[config.mk]
export PLATFORM = sky130hd
export DESIGN_NAME = asp_top
export DESIGN_NICKNAME = d
export VERILOG_FILES = /design/src/asp_pkg.sv /design/src/asp_top.sv
export SDC_FILE = /design/constraint.sdc
export NUM_CORES = 1
export LEC_CHECK = 0
export BUFFER_PORTS_ARGS = -buffer_cell sky130_fd_sc_hd__buf_2
export CAP_MARGIN = 20
export CORE_UTILIZATION = 53
export DETAILED_ROUTE_END_ITERATION = 8
export PLACE_DENSITY = 0.84
export SYNTH_ARGS = -nofsm -noshare
export SYNTH_HDL_FRONTEND = slang
export SYNTH_SLANG_ARGS = --single-unit
[constraint.sdc]
create_clock -name clk_i -period 3.9 [get_ports clk_i]
set_clock_uncertainty 0.2 [all_clocks]
set_input_delay 0.78 -clock clk_i [delete_from_list [all_inputs] [get_ports clk_i]]
set_output_delay 0.78 -clock clk_i [all_outputs]
set_load 0.03 [all_outputs]
[src/asp_pkg.sv]
/*
  Constants for the asynchronous serial port: register offsets, field
  positions, reset values, mode codes and divider figures.
  Assumes a 32-bit classic Wishbone register bus, one register per word.
*/
package asp_pkg;
  // Register byte offsets.
  localparam logic [4:0] ASP_OFS_MODE  = 5'h00;
  localparam logic [4:0] ASP_OFS_CTL0  = 5'h04;
  localparam logic [4:0] ASP_OFS_CTL1  = 5'h08;
  localparam logic [4:0] ASP_OFS_BRG   = 5'h0c;
  localparam logic [4:0] ASP_OFS_TBUF  = 5'h10;
  localparam logic [4:0] ASP_OFS_RBUF  = 5'h14;
  localparam logic [4:0] ASP_OFS_IREQ  = 5'h18;
  // Frame mode fields.
  localparam int ASP_MODE_EXTCLK = 3;
  localparam int ASP_MODE_STOP2  = 4;
  localparam int ASP_MODE_EVEN   = 5;
  localparam int ASP_MODE_PAREN  = 6;
  localparam int ASP_MODE_SLEEP  = 7;
  localparam logic [2:0] ASP_ASYNC7 = 3'h4;
  localparam logic [2:0] ASP_ASYNC8 = 3'h5;
  localparam logic [2:0] ASP_ASYNC9 = 3'h6;
  // Control zero fields.
  localparam int ASP_C0_RTSSEL = 2;
  localparam int ASP_C0_TXC    = 3;
  // Control one fields.
  localparam int ASP_C1_TE  = 0;
  localparam int ASP_C1_TBE = 1;
  localparam int ASP_C1_RE  = 2;
  localparam int ASP_C1_RXF = 3;
  localparam int ASP_C1_OVR = 4;
  localparam int ASP_C1_FER = 5;
  localparam int ASP_C1_PER = 6;
  localparam int ASP_C1_SUM = 7;
  // Reset values.
  localparam logic [7:0] ASP_MODE_RST = 8'h00;
  localparam logic [7:0] ASP_BRG_RST  = 8'h00;
  // Internal source prescaler taps (divide by 8, 32, 512).
  localparam int ASP_PRE_W = 9;
  localparam int ASP_TAP1  = 3;
  localparam int ASP_TAP2  = 5;
  localparam int ASP_TAP3  = 9;
  // Sixteen divided-clock periods per bit, sampled in the middle.
  localparam logic [3:0] ASP_SUB_LAST = 4'hf;
  localparam logic [3:0] ASP_SUB_MID  = 4'h7;
  localparam int ASP_FRAME_W = 13;
endpackage

[src/asp_top.sv]
/*
  One channel of an asynchronous serial port with Wishbone registers.
  Assumes a classic Wishbone master on clk_i, a serial partner on rxd/txd
  and an optional handshake pin driven through the enable given here.
*/
// Local design decisions: register access over Wishbone and the address map.
// What this block does
// - Frames of 7, 8 or 9 data bits.
// - Mode bits 2..0 equal 101 selects 8-bit.
// - Mode bit 3 picks external clock pin.
// - Clock divided by n plus one, sixteen.
// - Mode bit 4 selects two stop bits.
// - Mode bits 5, 6 pick parity sense, presence.
// - Mode bit 7 enables sleep mode.
// - Control zero bit 2 selects request-to-send.
// - Start needs enable, full buffer, clear-to-send unless request-to-send is selected.
// - Data leaves least significant bit first.
// - Buffer write clears, load sets empty flag.
// - Running frame ignores enable and handshake.
// - Next word written before end-of-frame rises.
// - Complete flag follows end-of-frame, cleared on start.
// - Empty flag rise sets transmit request.
// - Receive enable; divider restarts on start bit.
// - Request-to-send follows enable and reception.
// - Frame end fills buffer, sets full flag.
// - Overrun when full flag still set.
// - Framing, parity and summary error flags.
// - Flags set at transfer, cleared by read.
// - Sleep discards words with top bit zero.
`timescale 1ns/100ps
module asp_top
  import asp_pkg::*;
(
  // Clock and reset.
  input  wire logic        clk_i,
  input  wire logic        arst_n_i,
  // Wishbone slave.
  input  wire logic        wb_cyc_i,
  input  wire logic        wb_stb_i,
  input  wire logic        wb_we_i,
  input  wire logic [4:0]  wb_adr_i,
  input  wire logic [3:0]  wb_sel_i,
  input  wire logic [31:0] wb_dat_i,
  output logic      [31:0] wb_dat_o,
  output logic             wb_ack_o,
  // Serial pins.
  input  wire logic        rxd_i,
  output logic             txd_o,
  input  wire logic        ext_clk_i,
  input  wire logic        hs_i,
  output logic             hs_o,
  output logic             hs_oe_o
);
  typedef enum logic {ASP_TX_IDLE = 1'b0, ASP_TX_SEND = 1'b1} asp_tx_e;
  typedef enum logic {ASP_RX_IDLE = 1'b0, ASP_RX_RUN = 1'b1} asp_rx_e;

  logic [1:0] rst_q;
  logic rst_n;
  logic [7:0] mode, brg;
  logic [2:0] ctl0;
  logic te, re, tbe, txc, rxf, ovr, fer, per, ireq_tx, ireq_rx;
  logic [8:0] tbuf, rbuf;
  logic [2:0] rx_s, ck_s, hs_s;
  logic rx_lvl, ck_lvl, hs_lvl;
  logic [ASP_PRE_W-1:0] pre_cnt;
  logic [7:0] brg_cnt;
  logic pre_en, tick;
  logic hit, wr, rd, async_on, go, tx_load, tx_bit_end, tx_eof, eof_q, rts;
  logic [3:0] dlen, tx_sub, rx_sub, tx_left, rx_idx, rx_total;
  logic [ASP_FRAME_W-1:0] tx_sr, next_frame, rx_fr;
  asp_tx_e tx_st;
  asp_rx_e rx_st;
  logic rx_samp, rx_done, rx_xfer, rx_top, rx_pe, rx_fe;
  logic [8:0] rx_data;

  // Reset is released through two flip-flops.
  always_ff @(posedge clk_i or negedge arst_n_i) begin
    if (!arst_n_i) begin
      rst_q <= 2'h0;
    end else begin
      rst_q <= {rst_q[0], 1'b1};
    end
  end
  assign rst_n = rst_q[1];

  // Pin synchronisers; a level counts once stages two and three agree.
  always_ff @(posedge clk_i or negedge rst_n) begin
    if (!rst_n) begin
      rx_s <= 3'h7;
      ck_s <= 3'h0;
      hs_s <= 3'h7;
      rx_lvl <= 1'b1;
      ck_lvl <= 1'b0;
      hs_lvl <= 1'b1;
    end else begin
      rx_s <= {rx_s[1:0], rxd_i};
      ck_s <= {ck_s[1:0], ext_clk_i};
      hs_s <= {hs_s[1:0], hs_i};
      if (rx_s[1] == rx_s[2]) rx_lvl <= rx_s[2];
      if (ck_s[1] == ck_s[2]) ck_lvl <= ck_s[2];
      if (hs_s[1] == hs_s[2]) hs_lvl <= hs_s[2];
    end
  end

  always_comb begin
    async_on = 1'b1;
    unique case (mode[2:0])
      ASP_ASYNC7: dlen = 4'h7;
      ASP_ASYNC8: dlen = 4'h8;
      ASP_ASYNC9: dlen = 4'h9;
      default: begin
        dlen = 4'h8;
        async_on = 1'b0;
      end
    endcase
  end

  // Free prescaler giving the internal source taps.
  always_ff @(posedge clk_i or negedge rst_n) begin
    if (!rst_n) pre_cnt <= '0;
    else pre_cnt <= pre_cnt + 1'b1;
  end

  // source select, internal taps or external clock rising edge.
  always_comb begin
    if (mode[ASP_MODE_EXTCLK]) begin
      pre_en = ck_s[2] && ck_s[1] && !ck_lvl;
    end else begin
      unique case (ctl0[1:0])
        2'h0: pre_en = 1'b1;
        2'h1: pre_en = (pre_cnt[ASP_TAP1-1:0] == '0);
        2'h2: pre_en = (pre_cnt[ASP_TAP2-1:0] == '0);
        2'h3: pre_en = (pre_cnt[ASP_TAP3-1:0] == '0);
      endcase
    end
  end

  // divide by n plus one; the sixteen is counted per bit.
  always_ff @(posedge clk_i or negedge rst_n) begin
    if (!rst_n) begin
      brg_cnt <= 8'h00;
      tick <= 1'b0;
    end else begin
      tick <= 1'b0;
      if (pre_en) begin
        if (brg_cnt == 8'h00) begin
          brg_cnt <= brg;
          tick <= 1'b1;
        end else begin
          brg_cnt <= brg_cnt - 1'b1;
        end
      end
    end
  end

  // Bus request decode; every access is acknowledged one cycle later.
  assign hit = wb_cyc_i && wb_stb_i && !wb_ack_o;
  assign wr = hit && wb_we_i;
  assign rd = hit && !wb_we_i;

  // Software-owned configuration registers.
  always_ff @(posedge clk_i or negedge rst_n) begin
    if (!rst_n) begin
      mode <= ASP_MODE_RST;
      brg <= ASP_BRG_RST;
      ctl0 <= 3'h0;
      te <= 1'b0;
      re <= 1'b0;
      tbuf <= 9'h000;
    end else if (wr) begin
      if (wb_adr_i == ASP_OFS_MODE && wb_sel_i[0]) mode <= wb_dat_i[7:0];
      if (wb_adr_i == ASP_OFS_BRG && wb_sel_i[0]) brg <= wb_dat_i[7:0];
      if (wb_adr_i == ASP_OFS_CTL0 && wb_sel_i[0]) ctl0 <= wb_dat_i[2:0];
      if (wb_adr_i == ASP_OFS_CTL1 && wb_sel_i[0]) begin
        te <= wb_dat_i[ASP_C1_TE];
        re <= wb_dat_i[ASP_C1_RE];
      end
      if (wb_adr_i == ASP_OFS_TBUF && wb_sel_i[0]) tbuf[7:0] <= wb_dat_i[7:0];
      if (wb_adr_i == ASP_OFS_TBUF && wb_sel_i[1]) tbuf[8] <= wb_dat_i[8];
    end
  end

  // start condition; clear-to-send only counts when request-to-send is not selected.
  assign go = async_on && te && !tbe && (ctl0[ASP_C0_RTSSEL] || !hs_lvl);
  assign tx_bit_end = tick && (tx_sub == ASP_SUB_LAST);
  assign tx_eof = (tx_st == ASP_TX_SEND) && (tx_left == 4'h1);
  // next word is taken at the end of the last stop bit.
  // An idle start waits for a divider tick so that the start bit lasts a full period.
  assign tx_load = go && (((tx_st == ASP_TX_IDLE) && tick) || (tx_eof && tx_bit_end));

  // frame image: start, data from bit 0, parity, stops.
  always_comb begin
    next_frame = '1;
    next_frame[0] = 1'b0;
    for (int i = 0; i < 9; i++) begin
      if (i < int'(dlen)) next_frame[i+1] = tbuf[i];
    end
    if (mode[ASP_MODE_PAREN]) begin
      next_frame[dlen+4'h1] = ^(tbuf & ~(9'h1ff << dlen)) ^ !mode[ASP_MODE_EVEN];
    end
  end

  // a running frame only ends at its last bit.
  always_ff @(posedge clk_i or negedge rst_n) begin
    if (!rst_n) begin
      tx_st <= ASP_TX_IDLE;
      tx_sr <= '1;
      tx_sub <= 4'h0;
      tx_left <= 4'h0;
      txd_o <= 1'b1;
    end else if (tx_load) begin
      tx_st <= ASP_TX_SEND;
      tx_sr <= next_frame;
      tx_sub <= 4'h0;
      tx_left <= 4'h2 + dlen + {3'h0, mode[ASP_MODE_PAREN]} + {3'h0, mode[ASP_MODE_STOP2]};
      txd_o <= 1'b0;
    end else if (tx_st == ASP_TX_SEND && tick) begin
      tx_sub <= tx_sub + 1'b1;
      if (tx_bit_end) begin
        tx_sr <= {1'b1, tx_sr[ASP_FRAME_W-1:1]};
        txd_o <= tx_sr[1];
        tx_left <= tx_left - 1'b1;
        if (tx_eof) begin
          tx_st <= ASP_TX_IDLE;
          txd_o <= 1'b1;
        end
      end
    end
  end

  // empty flag, complete flag and transmit request.
  always_ff @(posedge clk_i or negedge rst_n) begin
    if (!rst_n) begin
      tbe <= 1'b1;
      txc <= 1'b1;
      eof_q <= 1'b0;
      ireq_tx <= 1'b0;
    end else begin
      eof_q <= tx_eof;
      if (tx_load) tbe <= 1'b1;
      else if (wr && wb_adr_i == ASP_OFS_TBUF && wb_sel_i[0]) tbe <= 1'b0;
      if (tx_load) txc <= 1'b0;
      else if (tx_eof && !eof_q) txc <= 1'b1;
      if (tx_load && !tbe) ireq_tx <= 1'b1;
      else if (wr && wb_adr_i == ASP_OFS_IREQ && wb_dat_i[0]) ireq_tx <= 1'b0;
    end
  end

  // sample point in the middle of each bit.
  assign rx_samp = (rx_st == ASP_RX_RUN) && tick && (rx_sub == ASP_SUB_MID);
  assign rx_total = 4'h2 + dlen + {3'h0, mode[ASP_MODE_PAREN]} + {3'h0, mode[ASP_MODE_STOP2]};
  assign rx_done = rx_samp && (rx_idx == rx_total - 4'h1);

  // unpack the captured frame and check parity and stops.
  always_comb begin
    rx_data = 9'h000;
    for (int i = 0; i < 9; i++) begin
      if (i < int'(dlen)) rx_data[i] = rx_fr[i+1];
    end
    rx_top = rx_data[dlen-4'h1];
    rx_pe = mode[ASP_MODE_PAREN] && ((^rx_data ^ rx_fr[dlen+4'h1]) == mode[ASP_MODE_EVEN]);
    rx_fe = !rx_lvl;
    if (mode[ASP_MODE_STOP2]) rx_fe = rx_fe || !rx_fr[rx_total-4'h2];
  end
  // sleep mode drops words whose top bit is zero.
  assign rx_xfer = rx_done && !(mode[ASP_MODE_SLEEP] && !rx_top);

  // receiver; the bit divider restarts at each start edge.
  always_ff @(posedge clk_i or negedge rst_n) begin
    if (!rst_n) begin
      rx_st <= ASP_RX_IDLE;
      rx_sub <= 4'h0;
      rx_idx <= 4'h0;
      rx_fr <= '1;
    end else if (!re || !async_on) begin
      rx_st <= ASP_RX_IDLE;
    end else if (rx_st == ASP_RX_IDLE) begin
      if (!rx_lvl && rx_s[2] == 1'b0 && rx_s[1] == 1'b0 && rx_fr[0]) begin
        rx_st <= ASP_RX_RUN;
        rx_sub <= 4'h0;
        rx_idx <= 4'h0;
      end
      rx_fr[0] <= rx_lvl;
    end else if (tick) begin
      rx_sub <= rx_sub + 1'b1;
      if (rx_samp) begin
        rx_fr[rx_idx] <= rx_lvl;
        rx_idx <= rx_idx + 1'b1;
        if (rx_done || (rx_idx == 4'h0 && rx_lvl)) begin
          rx_st <= ASP_RX_IDLE;
          rx_fr[0] <= rx_lvl;
        end
      end
    end
  end

  // receive buffer and flags; a transfer beats a clear.
  always_ff @(posedge clk_i or negedge rst_n) begin
    if (!rst_n) begin
      rbuf <= 9'h000;
      rxf <= 1'b0;
      ovr <= 1'b0;
      fer <= 1'b0;
      per <= 1'b0;
      ireq_rx <= 1'b0;
    end else begin
      if (rx_xfer) begin
        rbuf <= rx_data;
        rxf <= 1'b1;
        ovr <= rxf;
        fer <= rx_fe;
        per <= rx_pe;
        if (!rxf) ireq_rx <= 1'b1;
      end else if (!re || (rd && wb_adr_i == ASP_OFS_RBUF && wb_sel_i[0])) begin
        rxf <= 1'b0;
        ovr <= 1'b0;
        fer <= 1'b0;
        per <= 1'b0;
      end
      if (!(rx_xfer && !rxf) && wr && wb_adr_i == ASP_OFS_IREQ && wb_dat_i[1]) ireq_rx <= 1'b0;
    end
  end

  // request-to-send: high when disabled or receiving, low when ready.
  always_ff @(posedge clk_i or negedge rst_n) begin
    if (!rst_n) begin
      rts <= 1'b1;
    end else if (!re) begin
      rts <= 1'b1;
    end else if (rx_done) begin
      rts <= 1'b0;
    end else if (rx_st == ASP_RX_RUN) begin
      rts <= 1'b1;
    end else if (rx_st == ASP_RX_IDLE && !rxf) begin
      rts <= 1'b0;
    end
  end

  // Pin drivers and bus answer, all registered.
  always_ff @(posedge clk_i or negedge rst_n) begin
    if (!rst_n) begin
      hs_o <= 1'b1;
      hs_oe_o <= 1'b0;
      wb_ack_o <= 1'b0;
      wb_dat_o <= 32'h0000_0000;
    end else begin
      hs_o <= rts;
      hs_oe_o <= ctl0[ASP_C0_RTSSEL];
      wb_ack_o <= hit;
      wb_dat_o <= 32'h0000_0000;
      if (rd) begin
        unique case (wb_adr_i)
          ASP_OFS_MODE: wb_dat_o[7:0] <= mode;
          ASP_OFS_CTL0: wb_dat_o[3:0] <= {txc, ctl0};
          ASP_OFS_CTL1: wb_dat_o[7:0] <= {ovr | fer | per, per, fer, ovr, rxf, re, tbe, te};
          ASP_OFS_BRG:  wb_dat_o[7:0] <= brg;
          ASP_OFS_TBUF: wb_dat_o[8:0] <= tbuf;
          ASP_OFS_RBUF: wb_dat_o[8:0] <= rbuf;
          ASP_OFS_IREQ: wb_dat_o[1:0] <= {ireq_rx, ireq_tx};
          default:      wb_dat_o <= 32'h0000_0000;
        endcase
      end
    end
  end
endmodule

==> results of run 1 <==
kinds of logic (layout without fill, tap and decap cells):
kind of cell / count (synthesis) / count (layout) / synth area share, %
adders and majority gates: 20 / 20 / 3.696
muxes: 69 / 69 / 11.60
and+or+nand+nor: 164 / 164 / 12.41
other: 2 / 24 / 0.1098
AOI/OAI and AO/OA: 121 / 121 / 11.82
xor gates and xnor gates: 31 / 31 / 4.172
buffers and inverters: 67 / 98 / 5.361
DFF: 137 / 137 / 50.83
area by class of cell:
cell class	count	area [um2]	share of cell area, %
multi-input combinational	429	3078	40.10
tap	172	215.2	2.804
clock inverter	9	122.6	1.598
clock buffer	23	457.9	5.967
sequential	137	3480	45.34
inverter	23	86.33	1.125
timing repair buffer	43	235.2	3.065
cell usage after synthesis, drive strengths merged, types with 4 or more instances:
| library cell | count |
|---|---|
| mux2i | 14 |
| nand2b | 10 |
| a22oi | 20 |
| a21oi | 23 |
| inv | 23 |
| xor2 | 9 |
| dfrtp | 99 |
| and2 | 4 |
| o21ai | 34 |
| nor2 | 17 |
| clkbuf | 14 |
| dfstp | 38 |
| o31ai | 4 |
| o31a | 4 |
| xnor2 | 21 |
| a31oi | 11 |
| o211ai | 4 |
| nand3 | 13 |
| buf | 30 |
| nor3 | 11 |
| nand4 | 11 |
| nand2 | 71 |
| a21o | 4 |
| and3 | 5 |
| nor4b | 4 |
| ha | 17 |
| a22o | 4 |
| nor3b | 5 |
| mux2 | 52 |
final timing paths:
kind | cells after the start | start | to | slack, ns
min in group asynchronous | 0 | rst_q[1] | pre_cnt[0] | 0.18
max in group asynchronous | 1 | rst_q[1] | wb_dat_o[6] | 2.27
worst max-delay path | 12 | mode[0] | rbuf[3] | 0.40
worst min-delay path | 0 | rx_s[0] | rx_s[1] | 0.16
worst min register to register | 0 | rx_s[0] | rx_s[1] | 0.16
worst max register to register | 12 | mode[0] | rbuf[3] | 0.40
worst register-to-register path: stages (launching register included):
cell      delay [ns]
dfrtp_1         0.40
nand2b_1        0.18
inv_1           0.17
fa_1            0.22
inv_1           0.06
ha_1            0.40
inv_1           0.09
ha_1            0.31
xor2_1          0.16
and4_1          0.20
and2_1          0.21
nand2_1         0.41
mux2_2          0.40
state kept, by name, summed over array words and instances, names as in the netlist, 8 cells and up:
| register | flops |
|---|---|
| brg_cnt | 8 |
| wb_dat_o | 9 |
| rx_fr | 13 |
| rbuf | 9 |
| mode | 8 |
| brg | 8 |
| tx_sr | 12 |
| pre_cnt | 9 |
| tbuf | 9 |
per-layer routing:
layer / part of all wire (%) / global-route usage, % / wire length, um / vias to the layer above
li1: - / - / - / 2232
met1: 40 / 29.83 / 5933 / 2463
met2: 50 / 41.64 / 7568 / 256
met3: 6.8 / 5.178 / 1016 / 56
met4: 3.3 / 11.43 / 502 / 0
met5: 0 / 0 / 0 / -
power by group through the flow:
stage                     Clock [uW]  Combinational (uW)  Sequential, uW
after floorplan                    0                 280            1620
after global placement             0                 318            1630
after detailed placement           0                 336            1640
after CTS                       1600                 342            1620
after global routing            1670                 390            1640
final                           1580                 344            1620
stage by stage:
stage	instance area [um2]	total power [uW]	setup slack [ns]	cells
2_1_floorplan	6922	1901	0.5821	633
3_3_place_gp	7084	1948	0.5048	803
3_5_place_dp	7084	1975	0.4296	803
4_1_cts	7675	3565	0.3987	836
5_1_grt	7675	3695	0.1612	836
6_report	7675	3549	0.4026	836
timing repair:
action	in CTS	in global routing
hold buffers	1	0
hold endpoints to repair	2	0
endpoints found under the setup margin	0	0
==> reports/metrics.csv, run 1 <==
stage;metric;value;unit
floorplan;die area;13360;um2
floorplan;Boundary Pins;85;
synth;post-synth top area cell;dfrtp_1;
placement;post-detail-place hpwl;10.18;mm
power;sequential power share;45.7;%
setup_path;Crit path max-delay family;simple AND/OR/NAND/NOR gates;
routing;Vias/cell;5.989;
routing;drt wl/cell;17.97;um
setup_path;WP buf/inv;3;
floorplan;core area;12620;um2
sta;f_max;285.9;MHz
run;Max-cap violations;0;
clock_tree;H-tree depth;4;
floorplan;Cell Rows;41;
global_routing;global route overflow;0;
routing;drt pass-1 iters;6;
power;Leakage;0.003377;uW
sta;Min Clock Period, post-route;3.497;ns
sta;crit share post-route;89.68;%
power;Combinational Power Share;9.7;%
global_routing;largest net degree at the start of global routing;58;
sta;WHS;0.1553;ns
synth;post-synth cell types;65;
routing;DR iter-0 viols;441;
setup_path;crit-path most repeated cell;inv_1;
floorplan;starting density of the core;54.18;%
setup_path;crit start category;flip-flop;
hold_path;Hold Path Class;reg2reg;
synth;Synth Cell Area;6838;um2
power;Pwr Density;462.4;nW/um2
setup_path;Crit. End Element;flip-flop;
clock_tree;CTS buffer count;17;
placement;GPL Wtd Cong;0.8905;
setup_path;CP Class;reg2reg;
placement;# port buffers;36;
clock_tree;Post-CTS Resized;0;
routing;vias;5007;
floorplan;Die Ht;115.6;um
synth;asr flop ratio synth;100.0;%
routing;antenna-violating nets left;0;
finish;most frequent cells in the layout;dfrtp_1 (98), nand2_1 (70), mux2_2 (52), dfstp_2 (38), buf_2 (36);
clock_tree;Worst-Skew Late Latency;0.42;ns
clock_tree;Root Driver;clkbuf_16;
routing;DRC viols;0;
finish;fill count;985;
setup_path;worst path arrival time;3.60;ns
status;status;finished clean;
clock_tree;Longest Clk Path Bufs;2;
synth;Mapped Cells;611;
floorplan;Die W;115.6;um
synth;Syn Area/Cell;11.19;um2
finish;final core utilization;60.82;%
synth;Seq/Total Area, Yosys;50.83;%
synth;Yosys reg bits;137;
clock_tree;setup bufs post-CTS;0;
setup_path;max incr delay on CP;0.41;ns
sta;Final Max Tran Viols;0;
synth;EDFF count, synth;0;
routing;total length of routed wires;15.02;mm
power;switch share;24.91;%
setup_path;CP required;4.00;ns
sta;setup TNS;0;ns
synth;area share of the largest cell type after synthesis;36.23;%
synth;ys flop type;dfrtp_1;
sta;RSZ-0062 raised after global routing;no;
sta;endpoints failing hold;0;
setup_path;crit-path max FO;14;
finish;final net count;718;
synth;Yosys warning total;0;
global_routing;Total GRT Usage;24.46;%
setup_path;critical path cell sequence;nand2b_1, inv_1, fa_1, inv_1, ha_1, inv_1, ha_1, xor2_1, and4_1, and2_1, nand2_1, mux2_2;
clock_tree;CTS tree;yes;
setup_path;CP max-delay cell;nand2_1;
clock_tree;clock sinks;137;
power;Pint;2665;uW
clock_tree;clock slew at reported path FFs;0.05;ns
power;clock power share;44.6;%
sta;Worst Max-Slew Pin Slew;0.9946;ns
finish;commonest non-fill, non-tap cell in the layout;dfrtp_1;
sta;Rel. slew slack;33.62;%
synth;top post-synthesis cells by area;dfrtp_1 (36%), dfstp_2 (15%), mux2_2 (8.6%);
global_routing;vias in the first global route;4909;
global_routing;initial antenna violation count;0;
sta;Setup-failing EPs final;0;
finish;fraction of layout cells with a size suffix above 1;26.96;%
finish;area grow syn2layout;12.24;%
power;Psw;884.1;uW
power;VDD IR max;254.0;uV
global_routing;first-pass GRT wire length;24.54;mm
finish;n_diodes;0;
(Power assumes the default switching activity.)
==> inputs of run 2 (changes only) <==
- PLACE_DENSITY: 0.84 -> default
- PLACE_DENSITY_LB_ADDON: default -> 0.08
==> reports/metrics.csv, run 2 (same netlist as run 1, synthesis figures left out) <==
stage;metric;value;unit;change
status;status;finished clean;;unchanged
hold_path;min-delay src;ck_s[0];;was rx_s[0]
finish;fraction of layout cells with a size suffix above 1;27.26;%;was 26.96%
setup_path;Critical Path End;rbuf[0];;was rbuf[3]
floorplan;Die W;115.6;um;unchanged
setup_path;R2R depth;12;;unchanged
power;VDD IR max;426.8;uV;was 254.0 uV
sta;Setup-failing EPs final;0;;unchanged
routing;vias;4687;;was 5,007
setup_path;reg2reg start;mode[0];;unchanged
floorplan;Boundary Pins;85;;unchanged
clock_tree;Root Driver;clkbuf_16;;unchanged
clock_tree;CTS tree;yes;;unchanged
clock_tree;clock slew at reported path FFs;0.06;ns;was 0.05 ns
floorplan;Cell Rows;41;;unchanged
finish;Top Registers;rx_fr: 13 flops, tx_sr: 12 flops;;unchanged
sta;endpoints failing hold;0;;unchanged
routing;DRC viols;0;;unchanged
power;Pwr Density;466.2;nW/um2;was 462.4 nW/um2
global_routing;global route overflow;0;;unchanged
routing;met2 routed WL;6.714;mm;was 7.568 mm
routing;M1 WL;6.705;mm;was 5.933 mm
routing;drt wl/cell;16.97;um;was 17.97 um
sta;Final Max Tran Viols;0;;unchanged
floorplan;starting density of the core;54.18;%;unchanged
setup_path;crit path from;mode[0];;unchanged
finish;most flop-heavy register;rx_fr;;unchanged
routing;DR iter-0 viols;261;;was 441
setup_path;crit start category;flip-flop;;unchanged
setup_path;CP required;4.00;ns;about the same
routing;antenna-violating nets left;0;;unchanged
clock_tree;clock sinks;137;;unchanged
placement;# port buffers;36;;unchanged
finish;area grow syn2layout;12.85;%;was 12.24%
setup_path;worst r2r dst;rbuf[0];;was rbuf[3]
run;Max-cap violations;0;;unchanged
setup_path;reg-to-reg slack, setup;0.46;ns;was 0.40 ns
finish;FF+latch area;3480;um2;unchanged
sta;crit share post-route;88.27;%;was 89.68%
routing;total length of routed wires;14.19;mm;was 15.02 mm
sta;Worst Max-Slew Pin Slew;1.034;ns;was 0.9946 ns
setup_path;crit-path max FO;14;;unchanged
setup_path;worst path arrival time;3.54;ns;was 3.60 ns
sta;Min Clock Period, post-route;3.443;ns;was 3.497 ns
power;Leakage;0.003398;uW;was 0.003377 uW
placement;post-detail-place hpwl;10.12;mm;was 10.18 mm
finish;final net count;718;;unchanged
sta;RSZ-0062 raised after global routing;no;;unchanged
clock_tree;Post-CTS Resized;0;;unchanged
routing;drt pass-1 iters;5;;was 6
finish;most frequent cells in the layout;dfrtp_1 (98), nand2_1 (70), mux2_2 (52), dfstp_2 (38), buf_2 (36);;unchanged
routing;met3 wire length;513;um;was 1.016 mm
sta;setup TNS;0;ns;unchanged
hold_path;Hold Path Class;reg2reg;;unchanged
finish;max FFs per register;13;;unchanged
floorplan;Die Ht;115.6;um;unchanged
clock_tree;CTS buffer count;17;;unchanged
global_routing;vias in the first global route;4561;;was 4,909
sta;Rel. slew slack;30.97;%;was 33.62%
finish;commonest non-fill, non-tap cell in the layout;dfrtp_1;;unchanged
clock_tree;Longest Clk Path Bufs;2;;unchanged
routing;Vias/cell;5.606;;was 5.989
finish;n_diodes;0;;unchanged
finish;multi-input logic area;3078;um2;unchanged
global_routing;largest net degree at the start of global routing;72;;was 58
floorplan;core area;12620;um2;unchanged
floorplan;die area;13360;um2;unchanged
setup_path;CP Class;reg2reg;;unchanged
global_routing;initial antenna violation count;0;;unchanged
setup_path;Crit. End Element;flip-flop;;unchanged
clock_tree;Worst-Skew Late Latency;0.41;ns;was 0.42 ns
global_routing;first-pass GRT wire length;23.40;mm;was 24.54 mm
placement;GPL Wtd Cong;0.8189;;was 0.8905
finish;final core utilization;61.14;%;was 60.82%
finish;fill count;1037;;was 985
routing;top layer in use;met4;;unchanged
sta;WHS;0.1473;ns;was 0.1553 ns
global_routing;Total GRT Usage;23.35;%;was 24.46%
sta;f_max;290.5;MHz;was 285.9 MHz
clock_tree;H-tree depth;4;;unchanged
run 2: how the worst min path moves through the flow:
stage | to | slack (ns) | cells past startpoint
3_3_place_gp | ck_s[1] | 0.13 | 0
6_report | ck_s[1] | 0.15 | 0
5_1_grt | rx_s[1] | 0.16 | 0
4_1_cts | ck_s[1] | 0.15 | 0
2_1_floorplan | rst_q[1] | 0.13 | 0
3_5_place_dp | ck_s[1] | 0.14 | 0
run 2: through the flow:
| stage | cell area (um2) | power (uW) | std cells | setup slack [ns] |
|---|---|---|---|---|
| 2_1_floorplan | 6922 | 1901 | 633 | 0.5821 |
| 3_3_place_gp | 7097 | 1960 | 803 | 0.4772 |
| 3_5_place_dp | 7097 | 1976 | 803 | 0.4472 |
| 4_1_cts | 7716 | 3630 | 836 | 0.4261 |
| 5_1_grt | 7716 | 3751 | 836 | 0.1817 |
| 6_report | 7716 | 3597 | 836 | 0.4574 |
run 2: cell type report:
class / count / area share (%)
tap: 172 / 2.789
clock inverter: 8 / 1.524
inverter: 23 / 1.119
clock buffer: 24 / 6.373
timing repair buffer: 43 / 3.211
sequential: 137 / 45.09
multi-input combinational: 429 / 39.89
run 2: power by group:
group / internal [uW] / total (uW) / switching, uW
sequential: 1510 / 1620 / 106
clock: 1070 / 1640 / 574
combinational: 136 / 333 / 197
total: 2720 / 3600 / 877
run 2: layer usage:
metal,track usage [%],vias to the layer above
li1,-,2223
met1,31.98,2339
met2,36.85,108
met3,5.544,17
met4,7.446,0
met5,0,-
run 2: timing repair:
| item | CTS | global route |
|---|---|---|
| setup buffers | 0 | 0 |
| hold buffers | 1 | 0 |
| hold endpoints to repair | 2 | 0 |
run 2: worst max-delay path, stage by stage, from the launching register on:
cell	delay, ns
dfrtp_1	0.39
nand2b_1	0.18
inv_1	0.15
fa_1	0.22
inv_1	0.07
ha_1	0.40
inv_1	0.09
ha_1	0.31
xor2_1	0.16
and4_1	0.18
and2_1	0.19
nand2_1	0.39
mux2_2	0.39
==> inputs of run 3 (changes only) <==
- RECOVER_POWER: default -> 100
==> reports/metrics.csv, run 3 (same netlist as run 1, synthesis figures left out) <==
stage;metric;value;unit;change
status;status;complete, but fails checks;;was finished clean
status;failing checks;max-capacitance violations, max-slew violations;;
setup_path;critical path cell sequence;nand2b_1, inv_1, fa_1, inv_1, ha_1, inv_1, ha_1, xor2_1, and4_1, and2_0, nand2_1, mux2_2;;was nand2b_1, inv_1, fa_1, inv_1, ha_1, inv_1, ha_1, xor2_1, and4_1, and2_1, nand2_1, mux2_2
global_routing;Total GRT Usage;23.35;%;unchanged
routing;vias;4694;;was 4,687
sta;f_max;287.4;MHz;was 290.5 MHz
sta;endpoints failing hold;0;;unchanged
setup_path;reg-to-reg slack, setup;0.42;ns;was 0.46 ns
setup_path;crit-path most repeated cell;inv_1;;unchanged
finish;most frequent cells in the layout;dfrtp_1 (99), nand2_1 (71), mux2_2 (52), dfstp_2 (34), o21ai_0 (33);;was dfrtp_1 (98), nand2_1 (70), mux2_2 (52), dfstp_2 (38), buf_2 (36)
setup_path;R2R depth;12;;unchanged
finish;fill count;1058;;was 1,037
finish;max FFs per register;13;;unchanged
sta;Rel. slew slack;-69.46;%;was 30.97%
sta;crit share post-route;89.22;%;was 88.27%
finish;final net count;718;;unchanged
routing;Vias/cell;5.615;;was 5.606
global_routing;first-pass GRT wire length;23.40;mm;unchanged
floorplan;starting density of the core;54.18;%;unchanged
sta;Setup-failing EPs final;0;;unchanged
clock_tree;Root Driver;clkbuf_16;;unchanged
sta;Worst Max-Slew Pin Slew;2.542;ns;was 1.034 ns
finish;Top Registers;rx_fr: 13 flops, tx_sr: 12 flops;;unchanged
setup_path;worst path arrival time;3.58;ns;was 3.54 ns
power;Leakage;0.003307;uW;was 0.003398 uW
global_routing;global route overflow;0;;unchanged
floorplan;die area;13360;um2;unchanged
clock_tree;Worst-Skew Late Latency;0.41;ns;about the same
finish;most flop-heavy register;rx_fr;;unchanged
global_routing;largest net degree at the start of global routing;72;;unchanged
floorplan;Die W;115.6;um;unchanged
placement;GPL Wtd Cong;0.8189;;unchanged
floorplan;Boundary Pins;85;;unchanged
placement;# port buffers;36;;unchanged
setup_path;max incr delay on CP;0.41;ns;was 0.40 ns
setup_path;CP max-delay cell;nand2_1;;was ha_1
setup_path;crit path from;mode[0];;unchanged
floorplan;Cell Rows;41;;unchanged
hold_path;Hold Path Class;reg2reg;;unchanged
routing;drt wl/cell;17.04;um;was 16.97 um
run;Max-cap violations;4;;was 0
setup_path;reg2reg start;mode[0];;unchanged
finish;commonest non-fill, non-tap cell in the layout;dfrtp_1;;unchanged
setup_path;crit-path max FO;14;;unchanged
clock_tree;Longest Clk Path Bufs;2;;unchanged
routing;DR iter-0 viols;314;;was 261
floorplan;core area;12620;um2;unchanged
setup_path;Critical Path End;rbuf[4];;was rbuf[0]
finish;final core utilization;60.40;%;was 61.14%
setup_path;Crit path max-delay family;simple AND/OR/NAND/NOR gates;;unchanged
placement;post-detail-place hpwl;10.12;mm;unchanged
clock_tree;CTS buffer count;17;;unchanged
sta;setup TNS;0;ns;unchanged
global_routing;vias in the first global route;4561;;unchanged
setup_path;worst r2r dst;rbuf[4];;was rbuf[0]
setup_path;crit start category;flip-flop;;unchanged
clock_tree;clock sinks;137;;unchanged
setup_path;Crit. End Element;flip-flop;;unchanged
sta;Min Clock Period, post-route;3.480;ns;was 3.443 ns
routing;DRC viols;0;;unchanged
clock_tree;clock slew at reported path FFs;0.06;ns;about the same
sta;Final Max Tran Viols;105;;was 0
clock_tree;CTS tree;yes;;unchanged
setup_path;WP buf/inv;3;;unchanged
setup_path;CP Class;reg2reg;;unchanged
routing;total length of routed wires;14.25;mm;was 14.19 mm
finish;area grow syn2layout;11.47;%;was 12.85%
finish;n_diodes;0;;unchanged
clock_tree;H-tree depth;4;;unchanged
power;Pwr Density;470.4;nW/um2;was 466.2 nW/um2
finish;fraction of layout cells with a size suffix above 1;22.29;%;was 27.26%
global_routing;initial antenna violation count;0;;unchanged
setup_path;Levels on crit path;12;;unchanged
setup_path;CP required;4.00;ns;about the same
power;Power Total;3586;uW;was 3597 uW
sta;RSZ-0062 raised after global routing;no;;unchanged
routing;antenna-violating nets left;0;;unchanged
clock_tree;setup bufs post-CTS;0;;unchanged
power;VDD IR max;425.8;uV;was 426.8 uV
routing;drt pass-1 iters;4;;was 5
floorplan;Die Ht;115.6;um;unchanged
==> run 3: how the worst min path moves through the flow <==
stage,from,endpoint,slack (ns),depth (start not counted)
detailed placement,ck_s[0],ck_s[1],0.14,0
global route,rx_s[0],rx_s[1],0.16,0
finish,ck_s[0],ck_s[1],0.15,0
CTS,ck_s[0],ck_s[1],0.15,0
global placement,ck_s[0],ck_s[1],0.13,0
floorplan,rst_q[0],rst_q[1],0.13,0
==> run 3: stage by stage <==
| step | std cells | worst slack (ns) | hold slack, ns | cell area (um2) |
|---|---|---|---|---|
| 6_report | 836 | 0.4203 | 0.1480 | 7622 |
| 5_1_grt | 836 | 0.1397 | 0.1620 | 7622 |
| 4_1_cts | 836 | 0.4261 | 0.1512 | 7716 |
| 3_5_place_dp | 803 | 0.4472 | 0.1381 | 7097 |
| 3_3_place_gp | 803 | 0.4772 | 0.1347 | 7097 |
| 2_1_floorplan | 633 | 0.5821 | 0.1311 | 6922 |
==> run 3: area by class of cell <==
cell class	count	area (um2)	share of cell area, %
Sequential cell	137	3476	45.60
Tap cell	172	215.2	2.823
Clock inverter	8	117.6	1.543
Timing Repair Buffer	43	220.2	2.889
Clock buffer	24	491.7	6.451
Inverter	23	86.33	1.133
Multi-Input combinational cell	429	3015	39.56
==> run 3: metal layers <==
layer / up-vias / share of wire [%] / global-route usage [%]
met4: 0 / 1.6 / 7.446
met3: 13 / 3.9 / 5.544
met2: 117 / 47 / 36.85
met5: - / 0 / 0
li1: 2216 / - / -
met1: 2348 / 47 / 31.98
==> run 3: what timing repair did <==
action	in CTS	in global routing
hold buffers	1	0
hold endpoints to repair	2	0
gates resized for setup	0	0
==> run 3: worst reg2reg max path: cells and delay by family (launching register included) <==
family        cells  cell delay, ns
buf+inv           3            0.32
simple gates      4            0.98
xor+xnor          1            0.16
fa+ha+maj         3            0.92
flops             1            0.39
mux               1            0.40
==> run 3: where the power goes <==
group | total, uW | switching [uW] | internal, uW
sequential | 1620 | 106 | 1510
combinational | 325 | 194 | 131
clock | 1640 | 572 | 1070
total | 3590 | 872 | 2710
